File: src/rtl/charge_timer_pkg.sv
// Shared constants and carriers for the charge sequencing and safety timer.
// Assumes a 10 MHz system clock and an oscillator tick of one clock cycle.
package charge_timer_pkg;

  // Safety timer geometry
  localparam int             TIMER_W       = 22;
  localparam logic [21:0]    TIMER_FULL    = 22'h3fffff;  // Last count before the limit
  localparam logic [21:0]    TRICKLE_LAST  = 22'h07ffff;  // One eighth of the full count
  localparam logic [3:0]     QUAL_LAST     = 4'he;        // Fifteenth good tick
  localparam logic [3:0]     QUAL_RESET    = 4'h0;
  localparam logic [21:0]    TIMER_RESET   = 22'h000000;

  // Register port map
  localparam int             ADDR_W        = 4;
  localparam logic [3:0]     REG_STATE     = 4'h0;
  localparam logic [3:0]     REG_TIMER     = 4'h4;
  localparam logic [3:0]     REG_CTRL      = 4'h8;
  localparam int             CTRL_RESTART  = 0;

  // Charge current and end-of-charge threshold settings, in mA
  localparam logic [15:0]    CURRENT_HIGH_MA = 16'h01f4;  // 500 mA
  localparam logic [15:0]    CURRENT_LOW_MA  = 16'h0064;  // 100 mA
  localparam logic [15:0]    THRESH_FIXED_MA = 16'h0005;  // 5 mA
  localparam logic [15:0]    THRESH_DIVISOR  = 16'h000a;  // One tenth
  localparam logic [7:0]     FOLDBACK_TEMP_C = 8'h64;     // 100 degrees
  localparam logic [15:0]    FOLDBACK_STEP   = 16'h0064;  // 100 mA per degree

  typedef enum logic [1:0] {
    PROG_RESISTOR,
    PROG_HIGH,
    PROG_LOW
  } current_prog_e;

  typedef enum logic [1:0] {
    THR_RESISTOR,
    THR_TENTH,
    THR_FIXED
  } thresh_mode_e;

  typedef enum {
    ST_IDLE,
    ST_TRICKLE,
    ST_FAST,
    ST_DONE,
    ST_HALT,
    ST_TIMEOUT
  } charge_state_e;

  // Comparator results from the analog side
  typedef struct packed {
    logic vbat_above_min;
    logic vbat_above_recharge;
    logic current_below_eoc;
    logic batt_temp_fault;
    logic batt_removed;
  } sense_s;

  // Current and threshold settings handed to the analog loops
  typedef struct packed {
    logic [15:0] current_ma;
    logic        current_from_resistor;
    thresh_mode_e thresh_mode;
    logic [15:0] thresh_ma;
    logic [15:0] foldback_ma;
  } loop_cfg_s;

endpackage : charge_timer_pkg

File: src/rtl/charge_cycle_safety_timer.sv
// Charge sequencing, safety timer, indicators and setting decode.
// Assumes all inputs synchronous to clk and osc_tick one cycle per oscillator period.
//
// Summary of operation
// - After completion, wait for recharge level, then start a new cycle.
// - Recharge start clears the safety timer to zero.
// - 22-bit timer advances per tick; full count limits fast charge.
// - Fast limit reached without end-of-charge latches a timeout fault.
// - Timeout latch clears only by power cycle or enable toggle.
// - Trickle limited to one eighth of fast limit, else timeout fault.
// - Trickle lasts at least 15 ticks before fast charge.
// - Time-limit pin low suppresses fast limit and its timeout fault.
// - With limit suppressed, status still reports end-of-charge.
// - Trickle limit always active; every cycle starts in trickle.
// - Current program selects 500mA high, 100mA low, else resistor.
// - Threshold tied to bias is one tenth, or 5mA if program low.
// - After end-of-charge, charging continues until fast limit expires.
// - Thermal reduction gives no end-of-charge unless above recharge level.
// - Battery below minimum clears qualification count, stays in trickle.
// - Status low at cycle start, latched high at end-of-charge.
// - Fault low on temperature fault, timeout or battery removal.
// - Cycle starts on reset, insertion, recharge, temperature recovery, enable.
`timescale 1ns/100ps

module charge_cycle_safety_timer
  import charge_timer_pkg::*;
(
  input  wire logic          clk,
  input  wire logic          sys_rst,
  input  wire logic          osc_tick,
  input  wire logic          enable_pin,
  input  wire logic          time_limit_enable_pin,
  input  current_prog_e      charge_current_program_pin,
  input  wire logic          end_charge_threshold_pin,
  input  wire logic [15:0]   resistor_current_ma,
  input  wire logic [7:0]    die_temp_c,
  input  sense_s             sense,
  input  wire logic [3:0]    reg_addr,
  input  wire logic [31:0]   reg_wdata,
  input  wire logic          reg_write,
  input  wire logic          reg_read,
  output logic      [31:0]   reg_rdata,
  output logic               charge_on,
  output logic               fast_mode,
  output logic               status_out,
  output logic               status_oe,
  output logic               fault_out,
  output logic               fault_oe,
  output loop_cfg_s          loop_cfg
);

  charge_state_e state_q, state_d;
  logic [21:0]   timer_q, timer_d;
  logic [3:0]    qual_q, qual_d;
  logic          eoc_seen_q, eoc_seen_d;
  logic          status_hi_q, status_hi_d;
  logic          fault_lo_q, fault_lo_d;
  logic          eoc_qual;
  logic          start;
  logic          sw_restart;
  loop_cfg_s     cfg_d, cfg_q;
  logic [31:0]   rdata_d, rdata_q;

  // Register field helper
  function automatic logic [31:0] state_word(input charge_state_e st, input logic eoc,
                                             input logic st_hi, input logic flt_lo);
    logic [2:0] code;
    code = 3'(st);
    return {25'h0000000, flt_lo, st_hi, eoc, 1'b0, code};
  endfunction : state_word

  // Software restart request
  assign sw_restart = reg_write && (reg_addr == REG_CTRL) && reg_wdata[CTRL_RESTART];

  assign eoc_qual = sense.current_below_eoc && sense.vbat_above_recharge;

  // Charge sequencing next state
  always_comb begin
    state_d    = state_q;
    timer_d    = timer_q;
    qual_d     = qual_q;
    eoc_seen_d = eoc_seen_q;
    start      = 1'b0;
    if (!enable_pin) begin
      state_d = ST_IDLE;
    end else if (state_q == ST_TIMEOUT) begin
      state_d = ST_TIMEOUT;
    end else if (sense.batt_temp_fault || sense.batt_removed) begin
      state_d = ST_HALT;
    end else begin
      case (state_q)
        ST_IDLE: begin
          start = 1'b1;
        end
        ST_HALT: begin
          start = 1'b1;
        end
        ST_TRICKLE: begin
          if (osc_tick) begin
            timer_d = timer_q + 22'h000001;
            if (!sense.vbat_above_min) begin
              qual_d = QUAL_RESET;
            end else if (qual_q == QUAL_LAST) begin
              state_d = ST_FAST;
              timer_d = TIMER_RESET;
              qual_d  = QUAL_RESET;
            end else begin
              qual_d = qual_q + 4'h1;
            end
            if (state_d == ST_TRICKLE && timer_q == TRICKLE_LAST) begin
              state_d = ST_TIMEOUT;
            end
          end
          if (sw_restart) begin
            start = 1'b1;
          end
        end
        ST_FAST: begin
          if (eoc_qual) begin
            eoc_seen_d = 1'b1;
          end
          if (osc_tick) begin
            timer_d = timer_q + 22'h000001;
            if (timer_q == TIMER_FULL && time_limit_enable_pin) begin
              state_d = (eoc_seen_q || eoc_qual) ? ST_DONE : ST_TIMEOUT;
            end
          end
          if (sw_restart) begin
            start = 1'b1;
          end
        end
        ST_DONE: begin
          if (!sense.vbat_above_recharge || sw_restart) begin
            start = 1'b1;
          end
        end
        default: begin
          state_d = ST_IDLE;
        end
      endcase
    end
    if (start) begin
      state_d    = ST_TRICKLE;
      timer_d    = TIMER_RESET;
      qual_d     = QUAL_RESET;
      eoc_seen_d = 1'b0;
    end
  end

  // Charge sequencing registers
  always_ff @(posedge clk or posedge sys_rst) begin
    if (sys_rst) begin
      state_q    <= ST_IDLE;
      timer_q    <= TIMER_RESET;
      qual_q     <= QUAL_RESET;
      eoc_seen_q <= 1'b0;
    end else begin
      state_q    <= state_d;
      timer_q    <= timer_d;
      qual_q     <= qual_d;
      eoc_seen_q <= eoc_seen_d;
    end
  end

  // Indicator next values
  always_comb begin
    status_hi_d = !(state_d == ST_TRICKLE || state_d == ST_FAST) || eoc_seen_d;
    fault_lo_d  = enable_pin && (sense.batt_temp_fault || sense.batt_removed ||
                                 state_d == ST_TIMEOUT);
  end

  // Indicator registers
  always_ff @(posedge clk or posedge sys_rst) begin
    if (sys_rst) begin
      status_hi_q <= 1'b1;
      fault_lo_q  <= 1'b0;
    end else begin
      status_hi_q <= status_hi_d;
      fault_lo_q  <= fault_lo_d;
    end
  end

  // Open-drain pins, pulled high outside
  assign status_out = 1'b0;
  assign status_oe  = !status_hi_q;
  assign fault_out  = 1'b0;
  assign fault_oe   = fault_lo_q;
  assign charge_on  = (state_q == ST_TRICKLE) || (state_q == ST_FAST);
  assign fast_mode  = (state_q == ST_FAST);

  // Setting decode next values
  always_comb begin
    cfg_d = '0;
    case (charge_current_program_pin)
      PROG_HIGH: cfg_d.current_ma = CURRENT_HIGH_MA;
      PROG_LOW:  cfg_d.current_ma = CURRENT_LOW_MA;
      default: begin
        cfg_d.current_ma            = resistor_current_ma;
        cfg_d.current_from_resistor = 1'b1;
      end
    endcase
    if (!end_charge_threshold_pin) begin
      cfg_d.thresh_mode = THR_RESISTOR;
      cfg_d.thresh_ma   = 16'h0000;
    end else if (charge_current_program_pin == PROG_LOW) begin
      cfg_d.thresh_mode = THR_FIXED;
      cfg_d.thresh_ma   = THRESH_FIXED_MA;
    end else begin
      cfg_d.thresh_mode = THR_TENTH;
      cfg_d.thresh_ma   = cfg_d.current_ma / THRESH_DIVISOR;
    end
    if (die_temp_c > FOLDBACK_TEMP_C) begin
      cfg_d.foldback_ma = 16'({8'h00, die_temp_c - FOLDBACK_TEMP_C} * FOLDBACK_STEP);
    end
  end

  // Setting decode register
  always_ff @(posedge clk or posedge sys_rst) begin
    if (sys_rst) begin
      cfg_q <= '0;
    end else begin
      cfg_q <= cfg_d;
    end
  end

  assign loop_cfg = cfg_q;

  // Register read data, valid the cycle after the strobe
  always_comb begin
    rdata_d = 32'h00000000;
    if (reg_read) begin
      case (reg_addr)
        REG_STATE: rdata_d = state_word(state_q, eoc_seen_q, status_hi_q, fault_lo_q);
        REG_TIMER: rdata_d = {10'h000, timer_q};
        default:   rdata_d = 32'h00000000;
      endcase
    end
  end

  always_ff @(posedge clk or posedge sys_rst) begin
    if (sys_rst) begin
      rdata_q <= 32'h00000000;
    end else begin
      rdata_q <= rdata_d;
    end
  end

  assign reg_rdata = rdata_q;
endmodule : charge_cycle_safety_timer

File: config.mk
export PLATFORM = sky130hd
export DESIGN_NAME = charge_cycle_safety_timer
export DESIGN_NICKNAME = d
export VERILOG_FILES = /design/src/rtl/charge_timer_pkg.sv /design/src/rtl/charge_cycle_safety_timer.sv
export SDC_FILE = /design/constraint.sdc
export NUM_CORES = 1
export LEC_CHECK = 0
export BUFFER_PORTS_ARGS = -buffer_cell sky130_fd_sc_hd__buf_2
export CORE_MARGIN = 1.5
export CORE_UTILIZATION = 49
export DETAILED_ROUTE_END_ITERATION = 6
export GPL_ROUTABILITY_DRIVEN = 0
export PLACE_DENSITY = 0.87
export SYNTH_ARGS = -nofsm -noshare
export SYNTH_HDL_FRONTEND = slang
export SYNTH_SLANG_ARGS = --single-unit
File: constraint.sdc
create_clock -name clk -period 3.9 [get_ports clk]
set_input_delay 0.78 -clock clk [delete_from_list [all_inputs] [get_ports clk]]
set_output_delay 0.78 -clock clk [all_outputs]
set_load 0.02 [all_outputs]
Word level (Yosys, flattened, before mapping)
Cells that the tools add are included.

operators by class
  add/sub/neg operators = 3
  multiply operators = 1
  div/mod/pow operators = 1
  $lt $le $gt $ge = 1
  equality and inequality tests = 22
  multiplexer cells = 53
  reduce and logical (&&, ||, !) cells = 28

operators by type and width
  cell                                                   count
  two-way mux 32 bit                                     15
  two-way mux 22 bit                                     9
  equality test 32 x 2 -> 1 bit, second input constant   5
  equality test 32 x 3 -> 1 bit, second input constant   3
  one-hot mux 32 bit (3 select lines)                    1
  one-hot mux 22 bit (2 select lines)                    2
  equality test 32 x 4 -> 1 bit, second input constant   2
  two-way mux 18 bit                                     2
  equality test 32 x 1 -> 1 bit, second input constant   1
  zero test 32 bit                                       1
  two-way mux 4 bit                                      8
  one-hot mux 16 bit (2 select lines)                    1
  adder 22 x 1 -> 22 bit, second input constant          1
  equality test 22 x 19 -> 1 bit, second input constant  1
  equality test 22 bit, second input constant            1
  divider 16 x 4 -> 16 bit, second input constant        1
  two-way mux 15 bit                                     1
  multiplier 8 x 5 -> 13 bit, second input constant      1
  two-way mux 1 bit                                      12
  equality test 4 bit, second input constant             2
  > comparator 8 x 7 -> 1 bit, second input constant     1
  subtractor 8 x 7 -> 8 bit, second input constant       1
  logical OR 1 bit                                       7
  logical AND 1 bit                                      6
  16 further kinds                                       24

word-level totals
  register bits = 144
  input port bits = 75
  output and inout port bits = 89
  logic and storage cells = 121

Depth between registers and ports, before layout
  depth in word-level cells = 21
  mapped depth = 21
  depth with buffers taken out = 18

Least setup slack after synthesis
Ideal clock, no wire load.

  path kind = input port to flip-flop
  start = in charge_current_program_pin[0]
  end = reg cfg_q (netlist bit loop_cfg[17])
  setup time = 0.074 ns
  arrival = 5.432 ns
  data required time = 3.826 ns
  setup slack = -1.606 ns
  cell stages on the path = 20
  buffers on the path = 3
  path through = inv_1 ha_1 clkbuf_1 inv_1 clkbuf_1 nor2_1 a221oi_2 a21o_1 o41ai_1 a221o_1 or3_4 a221o_1 o211a_2 nor4b_1 or4b_1 or2_1 buf_6 maj3_2 mux2_4 a21oi_2

RTL lines
  item                  RTL line                          text
  from (decl)           charge_cycle_safety_timer.sv:33   input current_prog_e charge_current_program_pin,
  to (signal assigned)  charge_cycle_safety_timer.sv:222  cfg_q <= cfg_d;
  to (decl)             charge_cycle_safety_timer.sv:61   loop_cfg_s cfg_d, cfg_q;

==> flow_summary_export.csv <==
group,metric,value,unit
worst_setup_path,end_kind,"flop",
worst_setup_path,critical_path.max_stage_delay,0.54,ns
clocking,path_clk_slew,0.06,ns
clocking,cts_made_buffers,17,
yosys,synth_area_leaders,"dfrtp_1 44%, ha_1 6.3%, o21ai_0 3.6%",
yosys,synth_top_area_cell,"dfrtp_1",
place,place.detailed.hpwl,13.3,mm
clocking,cts_tree,"yes",
finish,n_fill_cell,1029,
finish,drive_above_1_share,33.8,%
timing,worst_clock_skew,0.0137,ns
worst_setup_path,start_kind,"input pin",
floorplanning,die_area,15400,um2
drt,drt-total-wl,20.7,mm
yosys,netlist_area,7190,um2
finish,final_common_cell,"dfrtp_1",
timing,final-setup-viol-count,4,
clocking,clock_latency,0.42,ns
floorplanning,core,14400,um2
timing,min_period,5.12,ns
worst_setup_path,critical-path-slowest-cell,"or4b_4",
timing,fin_crit_sh,131,%
worst_setup_path,cp.arrival,5.46,ns
worst_setup_path,crit_chain,"buf_6 > buf_6 > buf_12 > xnor2_2 > o211ai_1 > a221oi_4 > a21o_1 > o41ai_4 > a221o_1 > or3_4 > a221o_1 > o211a_4 > nor4b_4 > or4b_4 > or2_4 > maj3_2 > mux2_4 > a21oi_2",
drt,first_iter_violations,764,
drt,vias,6987,
yosys,async_flop_share,100,%
timing,tightest_slew,1.10,ns
drt,drc,0,
worst_setup_path,path_class,"in -> reg",
timing,maxSlewViolCount,0,
yosys,synth-seq-area-share,44.6,%
global_routing,grt_util_all_layers,25.6,%
place,postPlaceCellArea,8790,um2
yosys,yosys.area.top_type_share,44.2,%
floorplanning,ios,164,
timing,worst_slack,-1.22,ns
floorplanning,num_rows,44,
finish,antenna_cells,0,
floorplanning,initial_utilization,49.8,%
finish,final_cell_mix,"127 x dfrtp_1, 125 x buf_4, 112 x buf_2, 64 x nor2_1, 57 x nand2_1",
drt,ant_nets,0,
global_routing,grt_pass1_wl,30.6,mm
job,maxCapViolations,0,
timing,hold_violations,0,
clocking,root_buffer,"clkbuf_16",
clocking,clock_sinks,128,
floorplanning,die_w,124,um
finish,layout.nets,1131,
yosys,ys_warn_count,0,
yosys,ys_types,85,
clocking,postCtsHoldBufs,0,
timing,slew_headroom,26.6,%
clocking,cts_buffer_depth,2,
global_routing,first_global_vias,6552,
drt,post_drt_wl_per_cell,17.1,um
global_routing,grt_start_max_net_pins,55,
pwr,ir_worst_vdd,0.313,mV
timing,fmax,0.195,GHz
finish,fin_area,9870,um2
timing,hold_ws,0.519,ns
yosys,synth_edf_count,0,
pwr,p_total,4.56,mW
yosys,synth_flop_cell,"dfrtp_1",
outcome,status,"complete, but fails checks",
outcome,violations,"setup timing",
place,place_ws,-1.53,ns
drt,firstDrtPassIters,5,
clocking,h-tree-depth,4,
global_routing,antenna_found_initial,0,
pwr,p_leak,4.89,nW
timing,rsz0062_at_grt,"yes",
global_routing,overflow,0,
timing,setup_tns,-3.62,ns
yosys,syn_avg_cell_area,9.59,um2
yosys,netlist_instances,750,
floorplanning,die_h,124,um
hold_path,min_path_type,"reg -> reg",
pwr,p_per_area,462,nW/um2
finish,syn_to_final_growth,37.2,%
place,io_buffers,114,
yosys,ys_ff_latch,128,
drt,viasPerCell,5.76,
worst_setup_path,critical_path_required,4.24,ns
worst_setup_path,worst-path-max-fanout,6,
## timing repair
item / in CTS / in global routing
pin swaps: 21 / 17
resized for setup: 27 / 50
buffers inserted: 8 / 11
setup endpoints to repair: 4 / 4
gates cloned: 0 / 1
## logic make-up after synthesis
group | synth area share [%]
AOI/OAI and AO/OA | 17.2
and+or+nand+nor | 20.6
other | 0.0522
adders and majority gates | 7.26
buffers and inverters | 5.73
xor gates and xnor gates | 2.44
muxes | 2.16
DFF | 44.6
## layout make-up
type                            instances  area [um2]  area share, %
Sequential cell                       128        3200           32.5
Clock inverter                          4        47.5          0.482
Tap cell                              184         230           2.33
Inverter                               35         135           1.37
Multi-Input combinational cell        585        4050           41.1
Timing Repair Buffer                  250        1660           16.9
Clock buffer                           27         533           5.40
## flip-flops by register name, summed over array words and instances (netlist names)
register	flops
reg_rdata	22
fault_oe	1
loop_cfg	45
qual_q	4
timer_q	22
state_q	32
status_hi_q	1
eoc_seen_q	1
## cells in the mapped netlist, types with 7 or more instances
master    number
a311oi_1       8
xnor2_1       14
nand2b_1       7
inv_1         32
nor3_1        18
and3_1        29
nor2b_1       16
a22oi_1        7
ha_1          36
nor2_1        67
nand2_1       62
dfrtp_1      127
clkbuf_1      21
nor4_1         9
buf_4         19
nand3_1       18
and2_1         9
o21ai_0       52
or3_1          7
a21oi_1       33
mux2i_1        8
nand4_1        9
## worst paths after layout
| path | from | to | slack [ns] | depth (start not counted) |
|---|---|---|---|---|
| min | timer_q[11]$_DFFE_PP0P_ | timer_q[11]$_DFFE_PP0P_ | 0.52 | 1 |
| min in group asynchronous | sys_rst | loop_cfg[4]$_DFF_PP0_ | 0.57 | 2 |
| max reg2reg | state_q[6]$_DFF_PP0_ | timer_q[5]$_DFFE_PP0P_ | 0.47 | 15 |
| max | resistor_current_ma[11] | loop_cfg[17]$_DFF_PP0_ | -1.22 | 18 |
| max in group asynchronous | sys_rst | loop_cfg[17]$_DFF_PP0_ | 2.46 | 3 |
| min reg2reg | timer_q[11]$_DFFE_PP0P_ | timer_q[11]$_DFFE_PP0P_ | 0.52 | 1 |
## where the power goes
part,internal (mW),switching [mW]
Clock,0.990,0.558
Combinational,0.720,0.845
Sequential,1.42,0.0256
Total,3.13,1.43
## metrics by stage
| step | util (%) | cells |
|---|---|---|
| after floorplan | - | 796 |
| after global placement | 60.9 | 1162 |
| after detailed placement | 60.9 | 1162 |
| after CTS | 66.3 | 1201 |
| after global routing | 68.4 | 1213 |
| final | 68.4 | 1213 |
## per-layer routing
layer	GRT usage, %	routed length [um]	vias to the layer above
li1	-	-	3186
met1	30.7	8250	3337
met2	44.3	10400	381
met3	4.62	1410	83
met4	12.4	694	0
met5	0	0	-
## worst max-delay path, delay by kind of cell
family                   cells  cell delay, ns
AO/OA/AOI/OAI                8            2.17
XOR/XNOR                     1            0.23
adder cells (fa/ha/maj)      1            0.31
buffers and inverters        3            0.34
multiplexers                 1            0.26
AND/OR/NAND/NOR              4            1.34
No activity file was read; power rests on OpenSTA's default activity.
